==> config.mk <==
export PLATFORM = sky130hd
export DESIGN_NAME = fsrw_top
export DESIGN_NICKNAME = d
export VERILOG_FILES = /design/src/hdl/fsrw_spi_rx.v /design/src/hdl/fsrw_stat_tx.v /design/src/hdl/fsrw_top.v
export VERILOG_INCLUDE_DIRS = /design/src /design/src/hdl
export SDC_FILE = /design/constraint.sdc
export NUM_CORES = 1
export LEC_CHECK = 0
export ABC_CLOCK_PERIOD_IN_PS = 1810
export BUFFER_PORTS_ARGS = -buffer_cell sky130_fd_sc_hd__buf_2
export CORE_MARGIN = 8
export CORE_UTILIZATION = 51
export DETAILED_ROUTE_END_ITERATION = 10
export PLACE_DENSITY = 0.71
export SETUP_SLACK_MARGIN = 0.3
export SYNTH_ARGS = -nofsm -noshare
export SYNTH_HDL_FRONTEND = slang
export SYNTH_SLANG_ARGS = --single-unit
==> constraint.sdc <==
create_clock -name clock -period 1.81 [get_ports clock]
set_input_delay 0.543 -clock clock [delete_from_list [all_inputs] [get_ports clock]]
set_output_delay 0.543 -clock clock [all_outputs]
set_load 0.02 [all_outputs]
==> src/hdl/fsrw_defines.vh <==
// Constants of the flash status register and write-status logic.
// Assumes inclusion by bare name from each design file of this block.
`ifndef FSRW_DEFINES_VH
`define FSRW_DEFINES_VH

// Command opcodes
`define FSRW_OP_WRITE_STATUS 8'h01
`define FSRW_OP_READ_STATUS  8'h05

// Status byte field positions
`define FSRW_BIT_LOCK  7
`define FSRW_BIT_SEQ   6
`define FSRW_BIT_ERR   5
`define FSRW_BIT_WPP   4
`define FSRW_SWP_HI    3
`define FSRW_SWP_LO    2
`define FSRW_BIT_WEL   1
`define FSRW_BIT_BUSY  0

// Write-status data byte fields
`define FSRW_WD_LOCK   7
`define FSRW_WD_GLO_HI 5
`define FSRW_WD_GLO_LO 2

// Protection summary codes
`define FSRW_SWP_NONE  2'h0
`define FSRW_SWP_SOME  2'h1
`define FSRW_SWP_ALL   2'h3

// Reset values
`define FSRW_RST_LOCK  1'b0
`define FSRW_RST_WEL   1'b0
`define FSRW_RST_SEQ   1'b0
`define FSRW_RST_ERR   1'b0

// Serial framing
`define FSRW_BITS_LAST 3'h7
`define FSRW_BYTE_OPC  2'h0
`define FSRW_BYTE_DAT  2'h1
`define FSRW_BYTE_MORE 2'h2

`endif

==> src/hdl/fsrw_spi_rx.v <==
// Serial receiver: samples SI on SCK rising edges inside a selection.
// Assumes CS, SCK and SI are synchronous to clock and SCK is slower.
`timescale 1ns/100ps
`include "fsrw_defines.vh"

module fsrw_spi_rx (
  // Clock and reset
  input  wire       clock,
  input  wire       rst_sync_b,
  // Serial pins
  input  wire       cs_b,
  input  wire       sck,
  input  wire       si,
  // Received bytes
  output reg        byte_valid,
  output reg  [7:0] rx_byte,
  output reg  [1:0] byte_num,
  // Frame events
  output reg        frame_end,
  output reg        sck_fall
);

  reg       sck_q;
  reg       cs_q;
  reg [6:0] shreg;
  reg [2:0] bit_cnt;

  wire sck_rise = sck & ~sck_q & ~cs_b;

  // Edge detect, shift and byte count; counters cleared outside selection
  always @(posedge clock or negedge rst_sync_b) begin
    if (!rst_sync_b) begin
      sck_q      <= 1'b0;
      cs_q       <= 1'b1;
      shreg      <= 7'h00;
      bit_cnt    <= 3'h0;
      byte_num   <= `FSRW_BYTE_OPC;
      byte_valid <= 1'b0;
      rx_byte    <= 8'h00;
      frame_end  <= 1'b0;
      sck_fall   <= 1'b0;
    end else begin
      sck_q      <= sck;
      cs_q       <= cs_b;
      byte_valid <= 1'b0;
      frame_end  <= cs_b & ~cs_q;
      sck_fall   <= ~sck & sck_q & ~cs_b;
      if (byte_valid && byte_num != `FSRW_BYTE_MORE) begin
        byte_num <= byte_num + 2'h1; // Saturates: later bytes are ignored
      end
      if (cs_b) begin
        bit_cnt  <= 3'h0;
        byte_num <= `FSRW_BYTE_OPC;
      end else if (sck_rise) begin
        shreg   <= {shreg[5:0], si};
        bit_cnt <= bit_cnt + 3'h1;
        if (bit_cnt == `FSRW_BITS_LAST) begin
          byte_valid <= 1'b1;
          rx_byte    <= {shreg, si};
        end
      end
    end
  end

endmodule // fsrw_spi_rx

==> src/hdl/fsrw_stat_tx.v <==
// Status transmitter: shifts the status byte out on SO, MSB first.
// Assumes SO changes after SCK falling edges (modes 0 and 3).
`timescale 1ns/100ps
`include "fsrw_defines.vh"

module fsrw_stat_tx (
  // Clock and reset
  input  wire       clock,
  input  wire       rst_sync_b,
  // Control
  input  wire       cs_b,
  input  wire       sck_fall,
  input  wire       start,
  input  wire [7:0] status,
  // Serial output
  output reg        so,
  output reg        so_oe_b
);

  reg       pending;
  reg       active;
  reg [6:0] shreg;
  reg [2:0] bit_cnt;

  // Reload a fresh status byte every eight bits while selected
  always @(posedge clock or negedge rst_sync_b) begin
    if (!rst_sync_b) begin
      pending <= 1'b0;
      active  <= 1'b0;
      shreg   <= 7'h00;
      bit_cnt <= 3'h0;
      so      <= 1'b0;
      so_oe_b <= 1'b1;
    end else if (cs_b) begin
      pending <= 1'b0;
      active  <= 1'b0;
      so_oe_b <= 1'b1; // Released outside a selection
    end else begin
      if (start) begin
        pending <= 1'b1;
      end
      if (sck_fall && (pending || active)) begin
        pending <= 1'b0;
        active  <= 1'b1;
        so_oe_b <= 1'b0;
        bit_cnt <= bit_cnt + 3'h1;
        if (!active || bit_cnt == `FSRW_BITS_LAST) begin
          so      <= status[7];
          shreg   <= status[6:0];
          bit_cnt <= 3'h0;
        end else begin
          so      <= shreg[6];
          shreg   <= {shreg[5:0], 1'b0};
        end
      end
    end
  end

endmodule // fsrw_stat_tx

==> src/hdl/fsrw_top.v <==
// Status register and write-status command logic of a serial flash.
// Assumes serial pins synchronous to clock; sector registers, program
// and erase engines and other command decode sit outside this block.
`timescale 1ns/100ps
`include "fsrw_defines.vh"

module fsrw_top #(
  parameter SECTORS = 8
) (
  // Clock and reset
  input  wire               clock,
  input  wire               rst_b,
  // Serial pins
  input  wire               cs_b,
  input  wire               sck,
  input  wire               si,
  output wire               so,
  output wire               so_oe_b,
  // Write-protect pin, low when asserted
  input  wire               wp_b,
  // Engine and decoder events
  input  wire               wren_done,
  input  wire               wrdi_done,
  input  wire               op_end,
  input  wire               op_result_valid,
  input  wire               op_result_fail,
  input  wire               seq_mode_in,
  input  wire               busy_in,
  input  wire [SECTORS-1:0] sector_prot,
  // Protection control
  output reg                protect_regs_lock,
  output reg                write_enable_latch,
  output reg                sector_cmd_allow,
  output reg                global_op_req,
  output reg  [3:0]         global_op_code
);

  reg        rst_meta_b;
  reg        rst_sync_b;
  reg        seq_program_flag;
  reg        erase_program_error;
  reg        write_protect_pin_state;
  reg  [1:0] soft_protect_summary;
  reg        busy_flag;
  reg        wrsr_armed;
  reg        data_full;
  reg  [7:0] wr_data;
  reg        next_lock;
  reg        next_wel;
  reg        next_glob;

  wire       byte_valid;
  wire [7:0] rx_byte;
  wire [1:0] byte_num;
  wire       frame_end;
  wire       sck_fall;
  wire [7:0] device_status;
  wire       rdsr_start;

  // Summary of the sector protection registers
  function [1:0] swp_encode;
    input [SECTORS-1:0] prot;
    begin
      if (&prot) begin
        swp_encode = `FSRW_SWP_ALL;
      end else if (|prot) begin
        swp_encode = `FSRW_SWP_SOME;
      end else begin
        swp_encode = `FSRW_SWP_NONE;
      end
    end
  endfunction

  // Reset release through two flip-flops
  always @(posedge clock or negedge rst_b) begin
    if (!rst_b) begin
      rst_meta_b <= 1'b0;
      rst_sync_b <= 1'b0;
    end else begin
      rst_meta_b <= 1'b1;
      rst_sync_b <= rst_meta_b;
    end
  end

  // Byte receiver
  fsrw_spi_rx fsrw_spi_rx_inst (
    .clock      (clock),
    .rst_sync_b (rst_sync_b),
    .cs_b       (cs_b),
    .sck        (sck),
    .si         (si),
    .byte_valid (byte_valid),
    .rx_byte    (rx_byte),
    .byte_num   (byte_num),
    .frame_end  (frame_end),
    .sck_fall   (sck_fall)
  );

  // Status byte assembly
  assign device_status[`FSRW_BIT_LOCK]            = protect_regs_lock;
  assign device_status[`FSRW_BIT_SEQ]             = seq_program_flag;
  assign device_status[`FSRW_BIT_ERR]             = erase_program_error;
  assign device_status[`FSRW_BIT_WPP]             = write_protect_pin_state;
  assign device_status[`FSRW_SWP_HI:`FSRW_SWP_LO] = soft_protect_summary;
  assign device_status[`FSRW_BIT_WEL]             = write_enable_latch;
  assign device_status[`FSRW_BIT_BUSY]            = busy_flag;

  assign rdsr_start = byte_valid && byte_num == `FSRW_BYTE_OPC
                      && rx_byte == `FSRW_OP_READ_STATUS;

  // Status transmitter
  fsrw_stat_tx fsrw_stat_tx_inst (
    .clock      (clock),
    .rst_sync_b (rst_sync_b),
    .cs_b       (cs_b),
    .sck_fall   (sck_fall),
    .start      (rdsr_start),
    .status     (device_status),
    .so         (so),
    .so_oe_b    (so_oe_b)
  );

  // Read-only status fields follow internal logic and the write-protect pin
  always @(posedge clock or negedge rst_sync_b) begin
    if (!rst_sync_b) begin
      seq_program_flag        <= `FSRW_RST_SEQ;
      erase_program_error     <= `FSRW_RST_ERR;
      write_protect_pin_state <= 1'b0;
      soft_protect_summary    <= `FSRW_SWP_NONE;
      busy_flag               <= 1'b0;
    end else begin
      seq_program_flag        <= seq_mode_in;
      write_protect_pin_state <= wp_b;
      soft_protect_summary    <= swp_encode(sector_prot);
      busy_flag               <= busy_in;
      if (op_result_valid) begin
        erase_program_error <= op_result_fail;
      end
    end
  end

  // Write-status capture: opcode accepted only with the latch set
  always @(posedge clock or negedge rst_sync_b) begin
    if (!rst_sync_b) begin
      wrsr_armed <= 1'b0;
      data_full  <= 1'b0;
      wr_data    <= 8'h00;
    end else if (frame_end) begin
      wrsr_armed <= 1'b0;
      data_full  <= 1'b0;
    end else if (byte_valid) begin
      if (byte_num == `FSRW_BYTE_OPC) begin
        wrsr_armed <= rx_byte == `FSRW_OP_WRITE_STATUS
                      && write_enable_latch;
      end else if (byte_num == `FSRW_BYTE_DAT && wrsr_armed) begin
        wr_data   <= rx_byte;
        data_full <= 1'b1;
      end
    end
  end

  // Next lock and global request at frame end; next latch also on enable, disable and op end
  always @* begin
    next_lock = protect_regs_lock;
    next_wel  = write_enable_latch;
    next_glob = 1'b0;
    if (frame_end && wrsr_armed) begin
      next_wel = 1'b0;
      if (data_full) begin
        if (!wp_b && protect_regs_lock && !wr_data[`FSRW_WD_LOCK]) begin
          next_lock = protect_regs_lock;
        end else begin
          next_lock = wr_data[`FSRW_WD_LOCK];
          next_glob = ~protect_regs_lock;
        end
      end
    end
    if (op_end || wrdi_done) begin
      next_wel = 1'b0;
    end
    if (wren_done) begin
      next_wel = 1'b1;
    end
  end

  // Lock, latch and derived protection outputs
  always @(posedge clock or negedge rst_sync_b) begin
    if (!rst_sync_b) begin
      protect_regs_lock  <= `FSRW_RST_LOCK;
      write_enable_latch <= `FSRW_RST_WEL;
      sector_cmd_allow   <= 1'b0;
      global_op_req      <= 1'b0;
      global_op_code     <= 4'h0;
    end else begin
      protect_regs_lock  <= next_lock;
      write_enable_latch <= next_wel;
      sector_cmd_allow   <= ~next_lock & next_wel;
      global_op_req      <= next_glob;
      if (next_glob) begin
        global_op_code <= wr_data[`FSRW_WD_GLO_HI:`FSRW_WD_GLO_LO];
      end
    end
  end

endmodule // fsrw_top

==> results.md, run 1 <==
* Status: finished, final reports clean
* Register area at 0.001555 sq mm
* Slew Viols, Final at 0
* Pre-CTS WS at 0.2069 ns
* Drc violations at 0
* Total track usage at a little over an eighth
* Clock latency on the worst-skew pair at 0.32 ns
* Largest net degree at the start of global routing at 31
* Synth Flop Type: dfrtp_1
* Final Hold Fails at 0
* Placed cell count at between 200 and 300
* Synth Cell Area at 0.002536 sq mm
* # clock sinks at 62
* Top-count cell post-synth: dfrtp_1
* Fmax at 0.6566 GHz
* Synth Register Bits at 62
* Async S/R FF share, synth at 100.0%
* Synth top area share at 59.20%
* Post-route ant nets at 0
* Worst hold margin at 0.2871 ns
* Antenna violations before repair at 0
* Worst Setup Start Kind: register
* Largest delay share family, worst path: flip-flops
* Drt pass-1 iters at 4
* Crit path max fanout at 2
* Syn. warnings at 0
* Initial Util at a little over half
* Final GP Congestion at 0.7643
* Period minus WS final at around 1.5 ns
* Area of the multi-input gates at approximately 960 sq um
* Pwr/cell area at just under 900 mW/mm^2
* Period utilization at between 80 and 90%
* Post-synthesis average cell area at 13.64 sq um
* R2r setup slk at 0.34 ns
* CTS buffer count at 9
* Final HPWL DP at 3.215 mm
* Fillers at 381
* Clock Tree Root: clkbuf_8
* VDD IR max at 0.0008688 V
* RSZ-0062 raised after global routing: yes
* CP required at 1.27 ns
* Fraction of layout cells with a size suffix above 1 at 35.83%
* Nets at about 260
* RR Startpoint: fsrw_stat_tx_inst.bit_cnt[0]
* Core ar. at 0.004755 sq mm
* Least-Margin Pin Slew at slightly above 0.6 ns
* DR WL/cell at 14.74 um
* Crit end category: output port
* Synth top area cells: dfrtp_1 59%, mux2_2 5.3%, mux2_4 4.7%
* Netlist cell types at 36
* H-tree depth at 3
* Stages on the worst setup path at 1
* Total grt overflow at 0
* Critical setup path kind: register to output port
* Iter 0 DRT Violations at 75
* Post-synth EDFFs at 0
* Crit-path cells: buf_6
* Via density per instance at around 5
* Final Skew at 0.005425 ns
* Inserted Diodes at 0
* Tightest Hold Check Type: register to asynchronous set/reset pin
* Slew Limit Headroom at 58.75%
* Largest area contributor in the netlist: dfrtp_1
* Layout area overhead at 20.42%
* Sequential area share after synthesis at 61.27%
* CP max-delay cell: dfstp_2
* Gate Count Post-Synth at 186
* Leakage power at 1.463 nW
* Die Wd at 86.52 um
* Worst Setup Slack, final at between 0.2 and 0.3 ns
* Final setup viols at 0
* Clock transition at the registers of the reported paths at approximately 0.06 ns
* FF-to-FF path depth at 6
* Vias in the first global route at about 1,600
* First-pass GRT wire length at 7.486 mm
* Reg-to-reg endpoint: fsrw_stat_tx_inst.shreg[4]
* Routed WL at 4.526 mm
* Port Buffer Count at 30
* Layout Cells excl Fill at 307
* Num ports at 31
* Via count at roughly 1,600
* Full die area at 0.007486 sq mm
* Top post-synthesis cells by count: 60 x dfrtp_1, 18 x o21ai_0, 12 x mux2_2
* Post-route setup TNS at 0 ns
* Slowest cell delay on critical path at 0.54 ns
* Pwr Total at 2.713 mW
* Die span in y at 86.52 um
* Row cnt at 25
* MaxCap Viol Count at 0
* CTS tree: done
* Crit path buf inv count at 1
* Clock Tree Buf Depth at 2
* Arrival @ worst endpoint at 0.98 ns
* Syn nets at between 200 and 250
==> worst max path at each step <==
| stage | startpoint | to | slack (ns) |
|---|---|---|---|
| final | fsrw_stat_tx_inst.so_oe_b | so_oe_b | 0.29 |
| after global placement | cs_b | fsrw_spi_rx_inst.rx_byte[5] | 0.23 |
| after floorplan | sck | fsrw_spi_rx_inst.rx_byte[0] | 0.21 |
| after CTS | fsrw_stat_tx_inst.bit_cnt[0] | fsrw_stat_tx_inst.shreg[4] | 0.25 |
| after global routing | fsrw_stat_tx_inst.so_oe_b | so_oe_b | 0.25 |
| after detailed placement | cs_b | fsrw_spi_rx_inst.rx_byte[4] | 0.21 |
==> per-stage QoR <==
step | util [%] | instance area [sq um]
after detailed placement | 58.79 | 2795
after global routing | 64.24 | 3054
after CTS | 62.76 | 2984
after floorplan | - | 2537
after global placement | 58.79 | 2795
final | 64.24 | 3054
==> final cells by class <==
class                      count  share of cell area (%)
timing repair buffer          46                   9.381
tap                           67                   2.745
multi-input combinational    112                   31.46
inverter                       5                  0.6145
clock inverter                 2                  0.3277
sequential                    62                   50.92
clock buffer                  13                   4.547
==> per-layer routing <==
layer | GRT usage (%) | routed length, um
met4 | 6.103 | 52
met2 | 18.61 | 2036
met5 | 0 | 0
met1 | 16.85 | 2167
met3 | 5.766 | 270
==> worst reg2reg max path: stages, from the launching register on <==
cell and delay [ns]:
dfrtp_1 0.39, ha_2 0.19, ha_2 0.19, nor2b_4 0.13, buf_6 0.14, mux2i_4 0.23, o21ai_1 0.08
==> cell families (layout without fill, tap and decap cells) <==
logic type	Yosys count	in the layout	synth area share, %
DFF	62	62	61.27
xor gates and xnor gates	2	2	0.6908
muxes	35	35	16.23
adders and majority gates	7	7	3.453
and+or+nand+nor	37	37	8.979
other	1	1	0.1479
buffers and inverters	12	66	2.467
AOI/OAI and AO/OA	30	30	6.759
==> power breakdown <==
group / internal [mW] / switching (mW) / total, mW / leakage [nW]
Combinational: 0.114 / 0.0810 / 0.196 / 0.593
Clock: 0.486 / 0.462 / 0.948 / 0.0773
Sequential: 1.49 / 0.0782 / 1.57 / 0.793
Total: 2.09 / 0.622 / 2.71 / 1.46
==> registers in the layout, indices dropped and copies added, names as in the netlist, 2 cells and up <==
signal / count
fsrw_spi_rx_inst.rx_byte: 8
fsrw_spi_rx_inst.shreg: 7
fsrw_stat_tx_inst.shreg: 7
wr_data: 5
global_op_code: 4
fsrw_spi_rx_inst.bit_cnt: 3
fsrw_stat_tx_inst.bit_cnt: 3
fsrw_spi_rx_inst.byte_num: 2
soft_protect_summary: 2
==> repair_timing <==
action | 4_1_cts | 5_1_grt
hold endpoints to repair | 2 | 0
setup buffers | 2 | 4
pin swaps | 0 | 0
endpoints found under the setup margin | 14 | 14
hold buffers | 1 | 0
gates resized for setup | 4 | 11
==> placed cells by master, fill, tap and decap left out, types with 7 or more instances in the layout <==
master     n
buf_4     13
o21ai_1    7
nor2_1     7
o21ai_0   15
buf_2     29
clkbuf_8   9
mux2_4     8
mux2_2    12
dfrtp_1   59
mux2i_1    9
Note: power is estimated with default switching activity, not from simulation.
==> run 2: changes to the inputs <==
Settings changed: ABC_CLOCK_PERIOD_IN_PS 1810 to 1500, CORE_UTILIZATION 51 to 57, PLACE_DENSITY 0.71 to 0.75.
Clock period 1.81 ns to 1.5 ns, I/O delays scaled along.
==> results.md, run 2 (synthesized netlist as in run 1, its figures left out) <==
* Crit path max fanout at 8 (+6)
* Pwr/cell area at 1043 mW/mm^2 (+17%)
* Core ar. at 0.004324 sq mm (-9.1%)
* Critical Path End: fsrw_stat_tx_inst.shreg[5]
* VDD IR max at 0.0008593 V (-1.1%)
* Tightest Hold Check Type: input pin to register
* Clock latency on the worst-skew pair at 0.32 ns (about the same)
* Clock Tree Root: clkbuf_8
* Fmax at 0.6868 GHz
* Crit path from: fsrw_stat_tx_inst.bit_cnt[0]
* Pre-CTS WS at -0.02746 ns (-0.2343 ns)
* Worst Setup Start Kind: register
* R2r setup slk at 0.04 ns (-0.30 ns)
* Leakage power at 1.560 nW (+6.6%)
* Post-route setup TNS at 0 ns (unchanged)
* Post-route ant nets at 0 (unchanged)
* RR Startpoint: fsrw_stat_tx_inst.bit_cnt[0]
* RSZ-0062 raised after global routing: yes
* Final setup viols at 0 (unchanged)
* Arrival @ worst endpoint at 1.66 ns (+0.68 ns)
* Port Buffer Count at 30 (unchanged)
* CTS buffer count at 9 (unchanged)
* Total grt overflow at 0 (unchanged)
* FF-to-FF path depth at 6 (unchanged)
* Pwr Total at 3.478 mW (+28%)
* Via density per instance at 5.577 (+8.6%)
* Largest registers: fsrw_spi_rx_inst.rx_byte x8, fsrw_spi_rx_inst.shreg x7, fsrw_stat_tx_inst.shreg x7
* Worst Setup Slack, final at 0.04387 ns (-0.2431 ns)
* Share of the core filled with cells at 77.14% (+13 points)
* Most common cell after layout, fill and taps aside: dfrtp_1
* Iter 0 DRT Violations at 98 (+31%)
* Via count at 1,673 (+6.2%)
* Final Skew at 0.004010 ns (-0.001415 ns)
* Die Wd at 82.71 um (-4.4%)
* Row cnt at 24 (-4.0%)
* Fraction of layout cells with a size suffix above 1 at 46.37% (+11 points)
* Final GP Congestion at 0.6983 (-8.6%)
* Largest net degree at the start of global routing at 61 (+97%)
* CTS tree: done
* Period utilization at about 97%
* Die span in y at 82.71 um (-4.4%)
* CP required at 1.70 ns (+0.43 ns)
* Critical setup path kind: register to register
* Period minus WS final at 1.456 ns
* Layout Cells excl Fill at 300 (-2.3%)
* Final Hold Fails at 0 (unchanged)
* H-tree depth at 3 (unchanged)
* Initial Util at 58.65% (+5.3 points)
* Max reg flops at 8 (unchanged)
* Num ports at 31 (unchanged)
* Antenna violations before repair at 0 (unchanged)
* Crit end category: register
* Drc violations at 0 (unchanged)
* Inserted Diodes at 0 (unchanged)
* Reg with most FFs: fsrw_spi_rx_inst.rx_byte
* Routed WL at 5.121 mm (+13%)
* Status: finished, final reports clean
* Total track usage at 16.01% (+2.9 points)
* Placed cell count at 268 (-6.0%)
* Final HPWL DP at 3.168 mm (-1.5%)
* Layout area overhead at 31.52%
* DR WL/cell at 17.07 um (+16%)
* Vias in the first global route at 1,717 (+8.7%)
* Full die area at 0.006840 sq mm (-8.6%)
* MaxCap Viol Count at 0 (unchanged)
* Clock transition at the registers of the reported paths at 0.06 ns (about the same)
* Drt pass-1 iters at 4 (unchanged)
* Most frequent cells in the layout: 58 x dfrtp_1, 24 x mux2_4, 20 x buf_2
* # clock sinks at 62 (unchanged)
* Clock Tree Buf Depth at 2 (unchanged)
* First-pass GRT wire length at 8.238 mm (+10%)
* Slew Viols, Final at 0 (unchanged)
* Nets at 272 (+3.0%)
* Reg-to-reg endpoint: fsrw_stat_tx_inst.shreg[5]
-- run 2: area by class of cell --
class                           instances  area [sq um]
Timing Repair Buffer                   53         422.9
Inverter                                5         18.77
Clock buffer                           14         162.7
Fill cell                             277         988.4
Clock inverter                          1         5.005
Multi-Input combinational cell        113          1105
Sequential cell                        62          1556
Tap cell                               52         65.06
-- run 2: metrics by stage --
stage | area [sq um] | hold WS, ns
after floorplan | 2577 | 0.1544
after CTS | 3239 | 0.2204
after global routing | 3336 | 0.2191
after global placement | 2800 | 0.2337
after detailed placement | 2800 | 0.2361
final | 3336 | 0.2317
-- run 2: critical path, stage by stage, from the launching register on --
cell and delay [ns]:
dfrtp_1 0.39, ha_2 0.21, ha_4 0.17, nor2b_4 0.10, buf_6 0.15, mux2i_2 0.23, o21ai_1 0.09
-- run 2: repair_timing --
item,CTS,global route
setup endpoints to repair,48,50
gates resized for setup,45,18
hold endpoints to repair,2,0
setup buffers,11,4
pin swaps,4,6
gates cloned,1,0
hold buffers,1,0
-- run 2: worst min-delay path by stage --
stage                start  cells past startpoint  slack [ns]          endpoint
2_1_floorplan        rst_b                      0        0.15        rst_meta_b
3_3_place_gp         rst_b                      1        0.23        rst_meta_b
3_5_place_dp         rst_b                      1        0.24        rst_meta_b
4_1_cts        seq_mode_in                      1        0.22  seq_program_flag
5_1_grt        seq_mode_in                      1        0.22  seq_program_flag
6_report       seq_mode_in                      1        0.23  seq_program_flag
-- run 2: power breakdown --
| group | total [mW] | switching [mW] | internal [mW] |
|---|---|---|---|
| combinational | 0.337 | 0.131 | 0.206 |
| sequential | 1.90 | 0.0994 | 1.80 |
| clock | 1.24 | 0.562 | 0.680 |
| total | 3.48 | 0.793 | 2.68 |
-- run 2: metal layers --
layer | GRT usage, % | vias to the layer above | wire, um
li1 | - | 779 | -
met1 | 20.41 | 840 | 2219
met2 | 24.71 | 44 | 2547
met3 | 3.896 | 10 | 246
met4 | 8.448 | 0 | 108
met5 | 0 | - | 0
==> run 3: changes to the inputs <==
Settings changed: ABC_CLOCK_PERIOD_IN_PS 1500 to 1400.
Clock period 1.5 ns to 1.4 ns, I/O delays scaled along.
==> results.md, run 3 (synthesized netlist as in run 1, its figures left out) <==
* First-pass GRT wire length at 9.722 mm (+18%)
* Reg-to-reg endpoint: fsrw_stat_tx_inst.shreg[1]
* Placed cell count at 272 (+1.5%)
* Layout area overhead at 39.91%
* Die span in y at 82.71 um (unchanged)
* Full die area at 0.006840 sq mm (unchanged)
* Via density per instance at 5.683 (+1.9%)
* Critical setup path kind: register to register
* Critical Path End: fsrw_stat_tx_inst.shreg[1]
* Post-route ant nets at 0 (unchanged)
* CTS buffer count at 9 (unchanged)
* Status: complete, but fails checks
* Clock latency on the worst-skew pair at 0.34 ns (+0.02 ns)
* Leakage power at 1.662 nW (+6.6%)
* Period minus WS final at 1.462 ns (+0.006346 ns)
* Most frequent cells in the layout: 57 x dfrtp_1, 24 x mux2_4, 23 x buf_6
* Clock Tree Root: clkbuf_8
* CP required at 1.61 ns (-0.09 ns)
* DR WL/cell at 19.05 um (+12%)
* Antenna violations before repair at 0 (unchanged)
* Worst Setup Slack, final at -0.06248 ns (-0.1063 ns)
* Vias in the first global route at 1,943 (+13%)
* Nets at 283 (+4.0%)
* Layout Cells excl Fill at 312 (+4.0%)
* Tightest Hold Check Type: register to asynchronous set/reset pin
* Final HPWL DP at 3.470 mm (+9.6%)
* FF-to-FF path depth at 6 (unchanged)
* VDD IR max at 0.0009634 V (+12%)
* Largest delay share family, worst path: flip-flops
* Final GP Congestion at 0.7371 (+5.6%)
* Row cnt at 24 (unchanged)
* Final setup viols at 9 (+9)
* Most common cell after layout, fill and taps aside: dfrtp_1
* Drt pass-1 iters at 4 (unchanged)
* Final Skew at 0.01075 ns (+0.006739 ns)
* Slowest cell delay on critical path at 0.38 ns (about the same)
* Total track usage at 19.41% (+3.4 points)
* Clock Tree Buf Depth at 2 (unchanged)
* Crit end category: register
* Largest registers: fsrw_spi_rx_inst.rx_byte x8, fsrw_spi_rx_inst.shreg x7, fsrw_stat_tx_inst.shreg x7
* Die Wd at 82.71 um (unchanged)
* Final Hold Fails at 0 (unchanged)
* Routed WL at 5.944 mm (+16%)
* RR Startpoint: fsrw_stat_tx_inst.bit_cnt[1]
* Drc violations at 0 (unchanged)
* Largest net degree at the start of global routing at 49 (-20%)
* CP max-delay cell: dfrtp_1
* Fraction of layout cells with a size suffix above 1 at 53.85% (+7.5 points)
* Worst Setup Start Kind: register
* Inserted Diodes at 0 (unchanged)
* Fmax at 0.6838 GHz (-0.43%)
* Crit path from: fsrw_stat_tx_inst.bit_cnt[1]
* Pwr/cell area at 1169 mW/mm^2 (+12%)
* Slew Viols, Final at 0 (unchanged)
* Failing checks: negative setup slack
* Via count at 1,773 (+6.0%)
* CTS tree: done
* Num ports at 31 (unchanged)
* Core ar. at 0.004324 sq mm (unchanged)
* Arrival @ worst endpoint at 1.67 ns (about the same)
* Worst hold margin at 0.1449 ns (-0.08684 ns)
* Crit path buf inv count at 1 (unchanged)
* Reg with most FFs: fsrw_spi_rx_inst.rx_byte
* # clock sinks at 62 (unchanged)
* R2r setup slk at -0.06 ns (-0.11 ns)
* Max reg flops at 8 (unchanged)
* H-tree depth at 3 (unchanged)
* Crit path max fanout at 5 (-3)
* Stages on the worst setup path at 6 (unchanged)
* Total grt overflow at 0 (unchanged)
* Port Buffer Count at 30 (unchanged)
* Initial Util at 58.65% (unchanged)
* Period utilization at 104.5% (+7.4 points)
* RSZ-0062 raised after global routing: yes
* Clock transition at the registers of the reported paths at 0.07 ns (about the same)
* Iter 0 DRT Violations at 117 (+19%)
* Crit-path cells: ha_2 -> ha_4 -> nor2b_4 -> buf_6 -> mux2i_1 -> o21ai_1
* MaxCap Viol Count at 0 (unchanged)
## run 3: changes by cell type in the layout (fill, tap and decap cells not counted), sizes merged
cell    delta
buf       +11
bufinv     +2
clkbuf     -2
clkinv     +1
## run 3: where the power goes
group	internal [mW]	switching [mW]
Combinational	0.229	0.146
Sequential	1.93	0.116
Clock	1.05	0.687
## run 3: layer usage
layer | track usage [%] | vias up | wire length, um
li1 | - | 800 | -
met1 | 21.57 | 905 | 2338
met2 | 34.11 | 52 | 3171
met3 | 4.221 | 16 | 275
met4 | 9.828 | 0 | 159
met5 | 0 | - | 0
## run 3: worst min path at each step
| stage | start | to | slack, ns | cells past startpoint |
|---|---|---|---|---|
| 2_1_floorplan | rst_b | rst_meta_b | 0.12 | 0 |
| 3_3_place_gp | rst_sync_b | fsrw_spi_rx_inst.sck_q | 0.15 | 0 |
| 3_5_place_dp | rst_sync_b | fsrw_spi_rx_inst.sck_q | 0.15 | 0 |
| 4_1_cts | rst_sync_b | fsrw_spi_rx_inst.shreg[1] | 0.16 | 0 |
| 5_1_grt | rst_sync_b | fsrw_spi_rx_inst.shreg[0] | 0.16 | 0 |
| 6_report | rst_sync_b | fsrw_spi_rx_inst.shreg[1] | 0.14 | 0 |
## run 3: what timing repair did
item | 4_1_cts | 5_1_grt
hold buffers | 1 | 0
endpoints found under the hold margin | 2 | 0
endpoints found under the setup margin | 52 | 54
pin swaps | 13 | 8
buffers inserted | 17 | 5
cloned | 1 | 0
gates resized for setup | 62 | 10
## run 3: final cells by class
type / count / area, sq um
clock buffers: 12 / 145.1
clock inverters: 4 / 70.07
fillers: 241 / 775.7
inverters: 5 / 18.77
multi-input cells: 113 / 1160
flip-flops and latches: 62 / 1558
well taps: 52 / 65.06
repair buffers: 64 / 531.8
## run 3: stage by stage
stage	area [sq um]	setup slack, ns	total power [mW]	utilization (%)	TNS [ns]
after global placement	2865	-0.006643	2.289	66.26	-0.05588
final	3548	-0.06248	4.150	82.06	-0.2037
after global routing	3548	-0.1305	4.333	82.06	-0.7491
after detailed placement	2865	-0.06939	2.325	66.26	-0.7937
after CTS	3471	-0.01990	4.130	80.27	-0.03191
after floorplan	2613	-0.07680	2.192	-	-0.6144
